`config.mk`:
```
export PLATFORM = sky130hd
export DESIGN_NAME = sense_and_monitor_adc_ctrl
export DESIGN_NICKNAME = d
export VERILOG_FILES = /design/src/hdl/sense_monitor_pkg.sv /design/src/hdl/meas_chan_if.sv /design/src/hdl/meas_channel.sv /design/src/hdl/sense_and_monitor_adc_ctrl.sv
export VERILOG_INCLUDE_DIRS = /design/src /design/src/hdl
export SDC_FILE = /design/constraint.sdc
export NUM_CORES = 2
export LEC_CHECK = 0
export ABC_AREA = 1
export BUFFER_PORTS_ARGS = -buffer_cell sky130_fd_sc_hd__buf_2
export CAP_MARGIN = 25
export CORE_MARGIN = 2
export CORE_UTILIZATION = 50
export CTS_BUF_LIST = sky130_fd_sc_hd__clkbuf_2 sky130_fd_sc_hd__clkbuf_4 sky130_fd_sc_hd__clkbuf_8
export CTS_CLUSTER_DIAMETER = 100
export DETAILED_ROUTE_END_ITERATION = 12
export GPL_TIMING_DRIVEN = 0
export PLACE_DENSITY = 0.78
export SLEW_MARGIN = 5
export SYNTH_ARGS = -nofsm -noshare
export SYNTH_HDL_FRONTEND = slang
export SYNTH_SLANG_ARGS = --single-unit
export TNS_END_PERCENT = 10
```
`constraint.sdc`:
```
create_clock -name mclk -period 19.1 [get_ports mclk]
set_input_delay 2.865 -clock mclk [delete_from_list [all_inputs] [get_ports mclk]]
set_output_delay 2.865 -clock mclk [all_outputs]
set_load 0.005 [all_outputs]
```
`src/hdl/sense_monitor_defs.svh`:
```
// register offsets, field positions, reset values and timing counts
`ifndef SENSE_MONITOR_DEFS_SVH
`define SENSE_MONITOR_DEFS_SVH

`define REG_CTRL        8'h00
`define REG_CFG         8'h04
`define REG_RATE        8'h08
`define REG_UPDATE      8'h0c
`define REG_TEMP_HIGH   8'h10
`define REG_TEMP_LOW    8'h14
`define REG_SUPPLY_HIGH 8'h18
`define REG_SUPPLY_LOW  8'h1c
`define REG_BATT_HIGH   8'h20
`define REG_BATT_LOW    8'h24
`define REG_MIN_HIGH    8'h28
`define REG_MIN_LOW     8'h2c
`define REG_STATUS      8'h30

`define CTRL_GLOBAL_EN  0
`define CTRL_SENSE_EN   1
`define CTRL_DITHER     3
`define CTRL_DCBLK      4
`define CTRL_PCM_TX     6
`define CTRL_RESET      32'h0000_0000

`define CFG_SUPPLY_EN   0
`define CFG_BATT_EN     1
`define CFG_MANUAL      2
`define CFG_FILT_EN     5
`define CFG_COEFF       8
`define CFG_COEFF_W     4
`define CFG_RESET       32'h0000_0000

`define RATE_FIELD_W    8
`define RATE_RESET      32'h0000_0000

`define CH_TEMP         2'd0
`define CH_SUPPLY       2'd1
`define CH_BATT         2'd2

`define MIN_RESET       9'h1ff
`define DCBLK_SHIFT     10
`define LFSR_SEED       16'hace1
`define LFSR_TAPS       16'hb400
`define PCM_FRAME_BITS  48
`define FRAC_ZERO       8'h00

`define RESP_OKAY       2'b00
`define RESP_SLVERR     2'b10

`define CLK_PERIOD_NS   8
`define MEAS_TICK_NS    1000

`endif

```
`src/hdl/sense_monitor_pkg.sv`:
```
// shared types of the sense and measurement control block
package sense_monitor_pkg;
	typedef logic [8:0] meas_t;
	typedef logic signed [15:0] sense_t;
	typedef enum logic [1:0] {SEQ_IDLE, SEQ_WAIT} seq_state_e;
endpackage

```
`src/hdl/meas_chan_if.sv`:
```
// per-channel bundle between the sequencer and one measurement channel
`timescale 1ns/1ns
interface meas_chan_if;
	logic       manual;
	logic       updateStrobe;
	logic       filterEnable;
	logic [3:0] coeff;
	logic [8:0] sample;
	logic       sampleValid;
	logic       minClear;
	logic [8:0] filtered;
	logic       filteredValid;
	logic [8:0] readback;
	logic [8:0] minimum;
	modport ctrl (output manual, updateStrobe, filterEnable, coeff, sample, sampleValid,
		minClear, input filtered, filteredValid, readback, minimum);
	modport chan (input manual, updateStrobe, filterEnable, coeff, sample, sampleValid,
		minClear, output filtered, filteredValid, readback, minimum);
endinterface

```
`src/hdl/meas_channel.sv`:
```
// one measurement channel: lowpass filter, readback holding, minimum tracker
`timescale 1ns/1ns
`include "sense_monitor_defs.svh"
module meas_channel
	import sense_monitor_pkg::*;
(
	input wire logic  mclk,
	input wire logic  reset,
	meas_chan_if.chan port
);
	logic        [16:0] acc;
	logic signed [17:0] delta;

	always_comb begin
		delta = $signed({1'b0, port.sample, `FRAC_ZERO}) - $signed({1'b0, acc});
	end

	assign port.filtered = acc[16:8];

	// one-pole lowpass, bandwidth set by the shift and the channel rate
	always_ff @(posedge mclk or posedge reset) begin
		if (reset) begin
			acc <= '0;
			port.filteredValid <= 1'b0;
		end else begin
			port.filteredValid <= port.sampleValid;
			if (port.sampleValid) begin
				if (port.filterEnable) begin
					acc <= acc + 17'(delta >>> port.coeff);
				end else begin
					acc <= {port.sample, `FRAC_ZERO};
				end
			end
		end
	end

	always_ff @(posedge mclk or posedge reset) begin
		if (reset) begin
			port.readback <= '0;
		end else if (!port.manual && port.filteredValid) begin
			port.readback <= acc[16:8];
		end else if (port.manual && port.updateStrobe) begin
			port.readback <= acc[16:8];
		end
	end

	// reload on clear also covers a result landing in the same cycle
	always_ff @(posedge mclk or posedge reset) begin
		if (reset) begin
			port.minimum <= `MIN_RESET;
		end else if (port.minClear || (port.filteredValid && acc[16:8] < port.minimum)) begin
			port.minimum <= acc[16:8];
		end
	end
endmodule

```
`src/hdl/sense_and_monitor_adc_ctrl.sv`:
```
// sense path, measurement sequencer, pcm output and axi4-lite registers
// How it works
// - dither bit adds one lsb when enabled
// - separate optional highpass dc blocks per path
// - sense samples leave on pcm serial output
// - one 9-bit converter, three measurement channels
// - enabled channels converted continuously in turn
// - per-channel rate and optional lowpass filter
// - temperature runs whenever global enable set
// - temperature result feeds protection, foldback, readback
// - auto mode refreshes readback each conversion
// - manual mode refreshes only on update write
// - temperature readback and stream are 9 bits
// - split readback may mix two conversions
// - temperature lowpass only when its enable set
// - supply channel needs its enable and global
// - supply result to readback and headroom tracker
// - lowest supply value kept in high/low pair
// - low read clears and reloads lowest value
// - 16-bit sense paths with own enables
// - pcm output only with transmit enable
//
// Local design decisions: the register addresses and the AXI4-Lite interface to the registers.
`timescale 1ns/1ns
`include "sense_monitor_defs.svh"
module sense_and_monitor_adc_ctrl
	import sense_monitor_pkg::*;
(
	input  wire logic        mclk,
	input  wire logic        reset,
	input  wire logic [7:0]  awaddr,
	input  wire logic        awvalid,
	output var  logic        awready,
	input  wire logic [31:0] wdata,
	input  wire logic [3:0]  wstrb,
	input  wire logic        wvalid,
	output var  logic        wready,
	output var  logic [1:0]  bresp,
	output var  logic        bvalid,
	input  wire logic        bready,
	input  wire logic [7:0]  araddr,
	input  wire logic        arvalid,
	output var  logic        arready,
	output var  logic [31:0] rdata,
	output var  logic [1:0]  rresp,
	output var  logic        rvalid,
	input  wire logic        rready,
	input  wire logic        senseValid,
	input  wire logic [15:0] currentRaw,
	input  wire logic [15:0] voltageRaw,
	output var  logic        measStart,
	output var  logic [1:0]  measChannel,
	input  wire logic        measDone,
	input  wire logic [8:0]  measRaw,
	output var  logic [8:0]  tempResult,
	output var  logic        tempResultValid,
	output var  logic [8:0]  supplyResult,
	output var  logic        supplyResultValid,
	input  wire logic        pcmBclk,
	input  wire logic        pcmLrclk,
	output var  logic        pcmDout,
	output var  logic        pcmDoutEnable
);
	localparam int TICK_CYCLES = (`MEAS_TICK_NS + `CLK_PERIOD_NS - 1) / `CLK_PERIOD_NS;

	logic [31:0] ctrlReg;
	logic [31:0] cfgReg;
	logic [31:0] rateReg;
	logic [2:0]  updPulse;
	logic        minReadPulse;
	logic        awHeld;
	logic        wHeld;
	logic [7:0]  awAddrHeld;
	logic [31:0] wDataHeld;
	logic [3:0]  wStrbHeld;
	logic        doWrite;
	logic        next_awHeld;
	logic        next_wHeld;
	logic        next_bvalid;
	logic        next_rvalid;
	logic [2:0]  chanEnabled;
	logic [2:0]  dueVec;
	logic [2:0]  grant;
	logic [7:0]  tickCount;
	logic        tick;
	logic [1:0]  lastChannel;
	logic [1:0]  pick;
	logic        pickValid;
	seq_state_e  seqState;
	logic [15:0] lfsr;
	logic [1:0]  bclkSync;
	logic [1:0]  lrSync;
	logic        bclkPrev;
	logic        lrPrev;
	logic [`PCM_FRAME_BITS-1:0] frameShift;

	meas_chan_if chan[3] ();

	function automatic logic [31:0] mergeBytes(input logic [31:0] old,
		input logic [31:0] data, input logic [3:0] strb);
		logic [31:0] res;
		res = old;
		for (int b = 0; b < 4; b++) begin
			if (strb[b]) begin
				res[8*b +: 8] = data[8*b +: 8];
			end
		end
		return res;
	endfunction

	function automatic logic writable(input logic [7:0] a);
		return a == `REG_CTRL || a == `REG_CFG || a == `REG_RATE || a == `REG_UPDATE;
	endfunction

	// write channel: address and data taken in either order
	assign doWrite = awHeld && wHeld && !bvalid;

	always_comb begin
		next_awHeld = (awvalid && awready) ? 1'b1 : (doWrite ? 1'b0 : awHeld);
		next_wHeld = (wvalid && wready) ? 1'b1 : (doWrite ? 1'b0 : wHeld);
		next_bvalid = doWrite ? 1'b1 : ((bvalid && bready) ? 1'b0 : bvalid);
		next_rvalid = (arvalid && arready) ? 1'b1 : ((rvalid && rready) ? 1'b0 : rvalid);
	end

	always_ff @(posedge mclk or posedge reset) begin
		if (reset) begin
			awHeld <= 1'b0;
			wHeld <= 1'b0;
			awready <= 1'b0;
			wready <= 1'b0;
			bvalid <= 1'b0;
			bresp <= `RESP_OKAY;
			awAddrHeld <= '0;
			wDataHeld <= '0;
			wStrbHeld <= '0;
		end else begin
			awHeld <= next_awHeld;
			wHeld <= next_wHeld;
			bvalid <= next_bvalid;
			awready <= !next_awHeld && !next_bvalid;
			wready <= !next_wHeld && !next_bvalid;
			if (awvalid && awready) begin
				awAddrHeld <= awaddr;
			end
			if (wvalid && wready) begin
				wDataHeld <= wdata;
				wStrbHeld <= wstrb;
			end
			if (doWrite) begin
				bresp <= writable(awAddrHeld) ? `RESP_OKAY : `RESP_SLVERR;
			end
		end
	end

	always_ff @(posedge mclk or posedge reset) begin
		if (reset) begin
			ctrlReg <= `CTRL_RESET;
			cfgReg <= `CFG_RESET;
			rateReg <= `RATE_RESET;
			updPulse <= '0;
		end else begin
			updPulse <= '0;
			if (doWrite) begin
				case (awAddrHeld)
					`REG_CTRL: ctrlReg <= mergeBytes(ctrlReg, wDataHeld, wStrbHeld);
					`REG_CFG: cfgReg <= mergeBytes(cfgReg, wDataHeld, wStrbHeld);
					`REG_RATE: rateReg <= mergeBytes(rateReg, wDataHeld, wStrbHeld);
					`REG_UPDATE: updPulse <= wStrbHeld[0] ? wDataHeld[2:0] : 3'h0;
					default: updPulse <= '0;
				endcase
			end
		end
	end

	// high part is value[8:1], low part value[0]; read separately
	function automatic logic [31:0] readMux(input logic [7:0] a);
		case (a)
			`REG_CTRL: return ctrlReg;
			`REG_CFG: return cfgReg;
			`REG_RATE: return rateReg;
			`REG_TEMP_HIGH: return {24'h0, chan[0].readback[8:1]};
			`REG_TEMP_LOW: return {31'h0, chan[0].readback[0]};
			`REG_SUPPLY_HIGH: return {24'h0, chan[1].readback[8:1]};
			`REG_SUPPLY_LOW: return {31'h0, chan[1].readback[0]};
			`REG_BATT_HIGH: return {24'h0, chan[2].readback[8:1]};
			`REG_BATT_LOW: return {31'h0, chan[2].readback[0]};
			`REG_MIN_HIGH: return {24'h0, chan[1].minimum[8:1]};
			`REG_MIN_LOW: return {31'h0, chan[1].minimum[0]};
			`REG_STATUS: return {28'h0, seqState == SEQ_WAIT, dueVec};
			default: return 32'h0;
		endcase
	endfunction

	always_ff @(posedge mclk or posedge reset) begin
		if (reset) begin
			arready <= 1'b0;
			rvalid <= 1'b0;
			rdata <= '0;
			rresp <= `RESP_OKAY;
			minReadPulse <= 1'b0;
		end else begin
			rvalid <= next_rvalid;
			arready <= !next_rvalid;
			minReadPulse <= arvalid && arready && araddr == `REG_MIN_LOW;
			if (arvalid && arready) begin
				rdata <= readMux(araddr);
				rresp <= (readMux(araddr) == 32'h0 && araddr > `REG_STATUS) ?
					`RESP_SLVERR : `RESP_OKAY;
			end
		end
	end

	// channel enables and per-channel rate counters
	assign chanEnabled[0] = ctrlReg[`CTRL_GLOBAL_EN];
	assign chanEnabled[1] = ctrlReg[`CTRL_GLOBAL_EN] && cfgReg[`CFG_SUPPLY_EN];
	assign chanEnabled[2] = ctrlReg[`CTRL_GLOBAL_EN] && cfgReg[`CFG_BATT_EN];
	assign tick = tickCount == 8'(TICK_CYCLES - 1);

	always_ff @(posedge mclk or posedge reset) begin
		if (reset) begin
			tickCount <= '0;
		end else begin
			tickCount <= tick ? 8'h00 : tickCount + 8'h01;
		end
	end

	for (genvar i = 0; i < 3; i++) begin : rateGen
		logic [7:0] rateCount;
		logic       due;
		assign dueVec[i] = due;
		always_ff @(posedge mclk or posedge reset) begin
			if (reset) begin
				rateCount <= '0;
				due <= 1'b0;
			end else if (!chanEnabled[i]) begin
				rateCount <= '0;
				due <= 1'b0;
			end else begin
				if (grant[i]) begin
					due <= 1'b0;
				end
				if (tick) begin
					if (rateCount >= rateReg[`RATE_FIELD_W*i +: `RATE_FIELD_W]) begin
						rateCount <= '0;
						due <= 1'b1;
					end else begin
						rateCount <= rateCount + 8'h01;
					end
				end
			end
		end
		assign chan[i].manual = cfgReg[`CFG_MANUAL + i];
		assign chan[i].filterEnable = cfgReg[`CFG_FILT_EN + i];
		assign chan[i].coeff = cfgReg[`CFG_COEFF + `CFG_COEFF_W*i +: `CFG_COEFF_W];
		assign chan[i].updateStrobe = updPulse[i];
		assign chan[i].minClear = (i == 1) && minReadPulse;
		always_ff @(posedge mclk or posedge reset) begin
			if (reset) begin
				chan[i].sampleValid <= 1'b0;
				chan[i].sample <= '0;
			end else begin
				chan[i].sampleValid <= seqState == SEQ_WAIT && measDone && measChannel == 2'(i);
				if (seqState == SEQ_WAIT && measDone) begin
					chan[i].sample <= measRaw;
				end
			end
		end
		meas_channel chanUnit (
			.mclk  (mclk),
			.reset (reset),
			.port  (chan[i])
		);
	end

	// round robin search from the channel after the last one served
	always_comb begin
		logic [1:0] idx;
		idx = lastChannel;
		pick = lastChannel;
		pickValid = 1'b0;
		for (int k = 0; k < 3; k++) begin
			idx = (idx == `CH_BATT) ? `CH_TEMP : idx + 2'd1;
			if (!pickValid && dueVec[idx] && chanEnabled[idx]) begin
				pick = idx;
				pickValid = 1'b1;
			end
		end
	end

	assign grant = (seqState == SEQ_IDLE && pickValid) ? 3'(3'h1 << pick) : 3'h0;

	always_ff @(posedge mclk or posedge reset) begin
		if (reset) begin
			seqState <= SEQ_IDLE;
			measStart <= 1'b0;
			measChannel <= `CH_TEMP;
			lastChannel <= `CH_BATT;
		end else begin
			measStart <= 1'b0;
			case (seqState)
				SEQ_IDLE: begin
					if (pickValid) begin
						measChannel <= pick;
						measStart <= 1'b1;
						seqState <= SEQ_WAIT;
					end
				end
				SEQ_WAIT: begin
					if (measDone || !ctrlReg[`CTRL_GLOBAL_EN]) begin
						lastChannel <= measChannel;
						seqState <= SEQ_IDLE;
					end
				end
				default: seqState <= SEQ_IDLE;
			endcase
		end
	end

	always_ff @(posedge mclk or posedge reset) begin
		if (reset) begin
			tempResult <= '0;
			tempResultValid <= 1'b0;
			supplyResult <= '0;
			supplyResultValid <= 1'b0;
		end else begin
			tempResultValid <= chan[0].filteredValid;
			supplyResultValid <= chan[1].filteredValid;
			if (chan[0].filteredValid) begin
				tempResult <= chan[0].filtered;
			end
			if (chan[1].filteredValid) begin
				supplyResult <= chan[1].filtered;
			end
		end
	end

	// sense paths: optional dc block, then optional dither
	always_ff @(posedge mclk or posedge reset) begin
		if (reset) begin
			lfsr <= `LFSR_SEED;
		end else if (senseValid) begin
			lfsr <= lfsr[0] ? ((lfsr >> 1) ^ `LFSR_TAPS) : (lfsr >> 1);
		end
	end

	for (genvar i = 0; i < 2; i++) begin : senseGen
		sense_t             raw;
		sense_t             xPrev;
		sense_t             yPrev;
		sense_t             sat;
		sense_t             filt;
		sense_t             outSample;
		logic signed [17:0] hp;
		logic               enable;
		assign raw = $signed((i == 0) ? currentRaw : voltageRaw);
		assign enable = ctrlReg[`CTRL_GLOBAL_EN] && ctrlReg[`CTRL_SENSE_EN + i];
		always_comb begin
			hp = 18'(raw) - 18'(xPrev) + 18'(yPrev) - 18'(yPrev >>> `DCBLK_SHIFT);
			if (hp[17:15] != 3'b000 && hp[17:15] != 3'b111) begin
				sat = hp[17] ? 16'sh8000 : 16'sh7fff;
			end else begin
				sat = hp[15:0];
			end
			filt = ctrlReg[`CTRL_DCBLK + i] ? sat : raw;
		end
		always_ff @(posedge mclk or posedge reset) begin
			if (reset) begin
				xPrev <= '0;
				yPrev <= '0;
				outSample <= '0;
			end else if (senseValid) begin
				if (!enable) begin
					xPrev <= '0;
					yPrev <= '0;
					outSample <= '0;
				end else begin
					xPrev <= raw;
					yPrev <= sat;
					if (ctrlReg[`CTRL_DITHER] && lfsr[i] && filt != 16'sh7fff) begin
						outSample <= filt + 16'sh0001;
					end else begin
						outSample <= filt;
					end
				end
			end
		end
	end

	// pcm transmit: frame on lrclk rise, next bit on each bclk fall
	always_ff @(posedge mclk or posedge reset) begin
		if (reset) begin
			bclkSync <= '0;
			lrSync <= '0;
			bclkPrev <= 1'b0;
			lrPrev <= 1'b0;
		end else begin
			bclkSync <= {bclkSync[0], pcmBclk};
			lrSync <= {lrSync[0], pcmLrclk};
			bclkPrev <= bclkSync[1];
			lrPrev <= lrSync[1];
		end
	end

	always_ff @(posedge mclk or posedge reset) begin
		if (reset) begin
			frameShift <= '0;
			pcmDout <= 1'b0;
			pcmDoutEnable <= 1'b0;
		end else begin
			pcmDoutEnable <= ctrlReg[`CTRL_PCM_TX];
			if (lrSync[1] && !lrPrev) begin
				frameShift <= {senseGen[0].outSample[14:0], senseGen[1].outSample,
					tempResult, 8'h00};
				pcmDout <= ctrlReg[`CTRL_PCM_TX] && senseGen[0].outSample[15];
			end else if (!bclkSync[1] && bclkPrev) begin
				frameShift <= {frameShift[`PCM_FRAME_BITS-2:0], 1'b0};
				pcmDout <= ctrlReg[`CTRL_PCM_TX] && frameShift[`PCM_FRAME_BITS-1];
			end else if (!ctrlReg[`CTRL_PCM_TX]) begin
				pcmDout <= 1'b0;
			end
		end
	end
endmodule

```
; Word level (Yosys, flattened, before mapping)
; Index checks and enable logic that the tools add are counted.
; W data, S select, Z words.
[classes]
addsub = 21
magnitude_cmp = 8
eq_ne = 31
shift = 4
muxes = 93
n_bitwise = 1
reduce_logical = 86
[ops]
columns = operator, n
row1 = $pmux W32 S12, 1
row2 = $mux W16, 15
row3 = $mux W48, 2
row4 = $mux W8, 10
row5 = $mux W9, 6
row6 = $sshr A18 B4 Y17, 3
row7 = $sub A17 B17 Y18, 3
row8 = $add A17 B17 Y17, 3
row9 = $mux W17, 3
row10 = $logic_and A1 B1 Y1, 42
row11 = $eq A8 B6 Y1 const B, 5
row12 = $add A17 B16 Y18, 2
row13 = $reduce_and A3 Y1, 12
row14 = $sub A18 B6 Y18, 2
row15 = $mux W1, 34
row16 = $sub A16 B16 Y17, 2
row17 = $add A16 B2 Y16 const B, 2
row18 = $add A8 B1 Y8 const B, 4
row19 = $eq A8 B5 Y1 const B, 4
row20 = $logic_not A32 Y1, 1
row21 = $mux W32, 1
row22 = $ne A16 B16 Y1 const B, 2
row23 = $eq A8 B4 Y1 const B, 3
row24 = $ge A8 B8 Y1, 3
row25 = other kinds (25), 79
[word_totals]
reg_bits = 519
inputBits = 104
out_inout_bits = 66
word_cells = 314

; Depth between registers and ports, before layout
[logic_depth]
depth_word = 20
depth_mapped = 32
mapped_depth_nobuf = 31

; By module
; A second synthesis with hierarchy kept.
[hier_totals]
hier_cells = 4587
area_unflattened_um2 = 34893.5
[by_module_without_submodules]
columns = mod, instances, cells_each, area_each_um2, seq_area_each_um2
row1 = sense_and_monitor_adc_ctrl, 1, 2820, 23158.5, 10471.3
row2 = meas_channel at rateGen[1].chanUnit ..., 2, 598, 3945.0, 912.1
row3 = meas_channel at rateGen[0].chanUnit, 1, 571, 3844.9, 912.1

; Worst setup path after synthesis
; Ideal clock, no wire load.
[synth_timing]
path_type = input port to flip-flop
startpoint = in currentRaw[0]
endpoint = reg senseGen[0].outSample[15]
setup_ns = 0.117
arrival_ns = 6.607
required_ns = 18.983
path_slack_ns = 12.375
cell_stages = 31
cell_sequence = fa_1 inv_1 fa_1 inv_1 ha_1 fa_1 nand2_1 nand2_1 nand3_1 nand2_2 nand2_1 nand2_1 nand2_1 nand2_2 nand2_2 nand2_2 buf_6 nand2_1 nand2_1 a21boi_4 ha_1 nand2_1 nor2_1 nand2_1 nor2_2 nor2_4 buf_6 nand2_1 nand2_1 nand3_1 nand2_1
[synth_via]
elab_chain_len = 11
word_cells_on_any_way = 14
[synth_rtl]
columns = element, line_no
row1 = start: declaration, sense_and_monitor_adc_ctrl.sv:49  ; input wire logic [15:0] currentRaw,
row2 = $sub A16 B16 Y17, sense_and_monitor_adc_ctrl.sv:358  ; hp = 18'(raw) - 18'(xPrev) + 18'(yPrev) - 18'(yPrev >>> `DCBLK_SHIFT);
row3 = $add A17 B16 Y18, sense_and_monitor_adc_ctrl.sv:358
row4 = $sub A18 B6 Y18, sense_and_monitor_adc_ctrl.sv:358
row5 = $ne A3 B3 Y1 / $reduce_bool A3 Y1 (equally long branches), sense_and_monitor_adc_ctrl.sv:359  ; if (hp[17:15] != 3'b000 && hp[17:15] != 3'b111) begin
row6 = $logic_and A1 B1 Y1, sense_and_monitor_adc_ctrl.sv:359
row7 = $mux W16, sense_and_monitor_adc_ctrl.sv:359
row8 = $mux W16 (*), sense_and_monitor_adc_ctrl.sv:364  ; filt = ctrlReg[`CTRL_DCBLK + i] ? sat : raw;
row9 = "parallel branches: the longest is 2 deep, another holds $add A16 B2 Y16", n/a
row10 = $mux W16 (*), sense_and_monitor_adc_ctrl.sv:379  ; if (ctrlReg[`CTRL_DITHER] && lfsr[i] && filt != 16'sh7fff) begin
row11 = $mux W16 (*), sense_and_monitor_adc_ctrl.sv:372  ; if (!enable) begin
row12 = end signal: assignment, sense_and_monitor_adc_ctrl.sv:380  ; outSample <= filt + 16'sh0001;
row13 = end signal: assignment, sense_and_monitor_adc_ctrl.sv:382  ; outSample <= filt;
row14 = end: declaration, sense_and_monitor_adc_ctrl.sv:352  ; sense_t outSample;
; Every way passes the cells marked *.
; A chain may end at the register's enable or synchronous reset.

; Worst setup path after layout
[layout_timing]
startpoint = in currentRaw[0]
endpoint = reg senseGen[0].outSample[14]
; The elaborated chain is that of the path after synthesis.

==> impl_results.md <==
* Post-synthesis adder-cell area fraction at 0.101
* CTS buffer count at 89
* Share of layout cells above drive strength 1 at 0.100
* Xor and xnor area share after synthesis at 0.0244
* Core box area at 64,500 um2
* Worst-Skew Late Latency at 0.72 ns
* PostCTS Resize Cnt at 0
* Gr busiest metal: met2
* Seq/Total Area, Yosys at 0.391
* 1st-iter DRT viols at 3,124
* Hold Crit Start: bclkSync[0]
* H-tree Lvls at 3
* PD cells at 106 nW/um2
* Worst-path clk slew at 0.06 ns
* Die ar. at 67,300 um2
* Post-Synthesis Cells at 4,317
* Slew Limit Headroom at 0.326
* Period utilization at 0.356
* Grt ovf at 0
* Max-cap viol count at 0
* Root buffer cell: clkbuf_8
* Overall Global Routing Usage at 0.287
* Crit path time final at 6.79 ns
* Post-synthesis compound-gate area fraction at 0.165
* Setup bufs post-CTS at 0
* Row count at 93
* X dimension of the die at 259 um
* Hold crit path type: reg2reg
* Arrival time at the worst endpoint at 7.36 ns
* Startpoint types: primary input
* Port bufs at 166
* Syn Std Cell Area at 32,600 um2
* Post-synth cell types at 60
* Critical path endpoint category: flop
* Slowest cell on crit path: fa_1
* Final GP Congestion at 0.982
* Synth top area cells: dfrtp_1 38%, nand2_1 13%, o21ai_0 8.7%
* Largest net degree at the start of global routing at 124
* Filler cell count at 5,937
* Unrepaired setup endpoints after global routing: no
* Hold Slack at 0.354 ns
* Routed len/inst at 17.5 um
* Layout Skew at 0.0353 ns
* Hold_buf cts at 0
* Worst vdd ir at 0.0883 mV
* Endpoints failing setup at 0
* Synthesized area per cell at 7.55 um2
* Async SR Flop Fraction at 1.00
* Number of synthesized flops with an enable pin at 0
* Outcome: finished, final reports clean
* Worst-margin pin slew at 1.00 ns
* Ports at 170
* Setup crit start: currentRaw[0]
* Most frequent cells in the layout: 1,094 x nand2_1, 605 x inv_1, 566 x o21ai_0, 490 x dfrtp_1, 240 x nand3_1
* Ys flop type: dfrtp_1
* Routing usage on met3 at 0.0507
* DRC violations left at 0
* Simple-gate share of the synthesized area at 0.222
* Final Max Tran Viols at 0
* Area of the multi-input gates at 16,900 um2
* Synth warn at 0
* M1 GR Usage at 0.402
* FMAX at 147 MHz
* DP Wirelength at 73,100 um
* Initial antenna violation count at 2
* Reg2reg start: chan[2].sample[1]
* Vias in the first global route at 29,050
* Largest stage delay on the critical path at 0.54 ns
* Cell taking the most area after synthesis: dfrtp_1
* Crit-path max FO at 10
* Drt first pass iters at 6
* Vias per cell at 5.57
* Nets at 4,905
* Main combinational cell family by area after synthesis: simple AND/OR/NAND/NOR gates
* Most common cell on crit path: nand2_1
* WP data required at 19.67 ns
* CTS tree: yes
* Post-DRT Antenna Nets at 0
* Clk buf depth at 3
* Placement Cell Area at 34,600 um2
* WS Path Type: in2reg
* CTS Sinks at 508
* Starting Density at 0.506
* LEAKAGE at 18.1 nW
* Die Ht at 259 um
* Synth-to-layout area growth at 12.5%
* Final Hold Viols at 0
* Final WL at 96,200 um
* Synth top area share at 0.376
* Most common cell after layout, fill and taps aside: nand2_1
* Fin area at 36,700 um2
* Global-route wire length before repair at 155,000 um
* Mux contribution to synthesized area at 0.00491
* Via count at 30,677
* GR Util met2 at 0.441
* Seq cells post-synth at 508
* Storage element area at 12,700 um2
worst paths after layout:
check / endpoint / slack [ns] / cells after the start
max: senseGen[0].outSample[14] / 12.31 / 32
min: bclkSync[1] / 0.35 / 0
max reg2reg: rateGen[1].chanUnit.acc[14] / 13.72 / 25
min reg2reg: bclkSync[1] / 0.35 / 0
max in group asynchronous: supplyResult[2] / 15.32 / 4
min in group asynchronous: senseGen[0].yPrev[12] / 2.26 / 2
cell usage after synthesis (17+ instances only):
cell type,instances
nor3_1,68
nand4_1,27
ha_1,153
a31oi_1,17
o21ai_0,566
o22ai_1,67
clkbuf_1,125
a221oi_1,17
nor2_1,211
xnor2_1,39
inv_1,606
nand3_1,240
dfrtp_1,490
fa_1,69
nand2_1,1094
a21oi_1,187
dfstp_2,18
xor2_1,52
nand2_2,34
sequential cells by signal (all words and copies together), names as in the netlist, 4 cells and up:
name	cells
tempResult	9
frameShift	40
awAddrHeld	8
senseGen.outSample	32
chan.sample	9
cfgReg	32
rdata	32
wDataHeld	32
ctrlReg	32
lfsr	16
senseGen.yPrev	32
supplyResult	9
rateReg	32
tickCount	8
rateGen.rateCount	24
senseGen.xPrev	32
rateGen.chanUnit.port.readback	27
rateGen.chanUnit.port.minimum	9
rateGen.chanUnit.acc	51
wStrbHeld	4
metrics by stage:
step	utilization	power (mW)	instances	worst slack [ns]	setup TNS, ns
floorplan	-	2.32	4318	2.08	0
global placement	0.535	2.69	5339	-3.58	-1730.45
detailed placement	0.537	2.71	5343	11.67	0
CTS	0.569	3.86	5507	12.39	0
global route	0.569	4.13	5512	11.88	0
finish	0.569	3.88	5512	12.31	0
final cells by class:
type | instances | area share
Multi-Input combinational cell | 3031 | 0.460
Sequential cell | 508 | 0.347
Antenna cell | 5 | 0.000341
Clock buffer | 145 | 0.0498
Inverter | 627 | 0.0644
Clock inverter | 19 | 0.00566
Tap cell | 855 | 0.0292
Buffer | 152 | 0.0178
Timing Repair Buffer | 170 | 0.0257
metal layers:
| layer | part of all wire | up-vias | wire, um |
|---|---|---|---|
| met1 | 0.45 | 14530 | 42900 |
| met5 | 0.00014 | - | 13 |
| met2 | 0.44 | 1256 | 42000 |
| li1 | - | 14667 | - |
| met4 | 0.039 | 2 | 3750 |
| met3 | 0.079 | 222 | 7580 |
critical path: cells and delay by family:
kind | cells | cell delay [ns]
adders and majority gates | 5 | 1.88
and+or+nand+nor | 21 | 1.84
buffers and inverters | 5 | 0.54
AOI/OAI and AO/OA | 1 | 0.21
kinds of logic after synthesis:
family                     after synthesis
and+or+nand+nor                       1731
AOI/OAI and AO/OA                      970
buffers and inverters                  779
DFF                                    508
adders and majority gates              222
xor gates and xnor gates                91
muxes                                   15
other                                    1
report_power, final:
part / internal [mW] / total, mW / switching [mW]
sequential: 1.24 / 1.34 / 0.0997
clock: 0.650 / 1.14 / 0.490
combinational: 0.451 / 1.40 / 0.949
(Power assumes the default switching activity.)
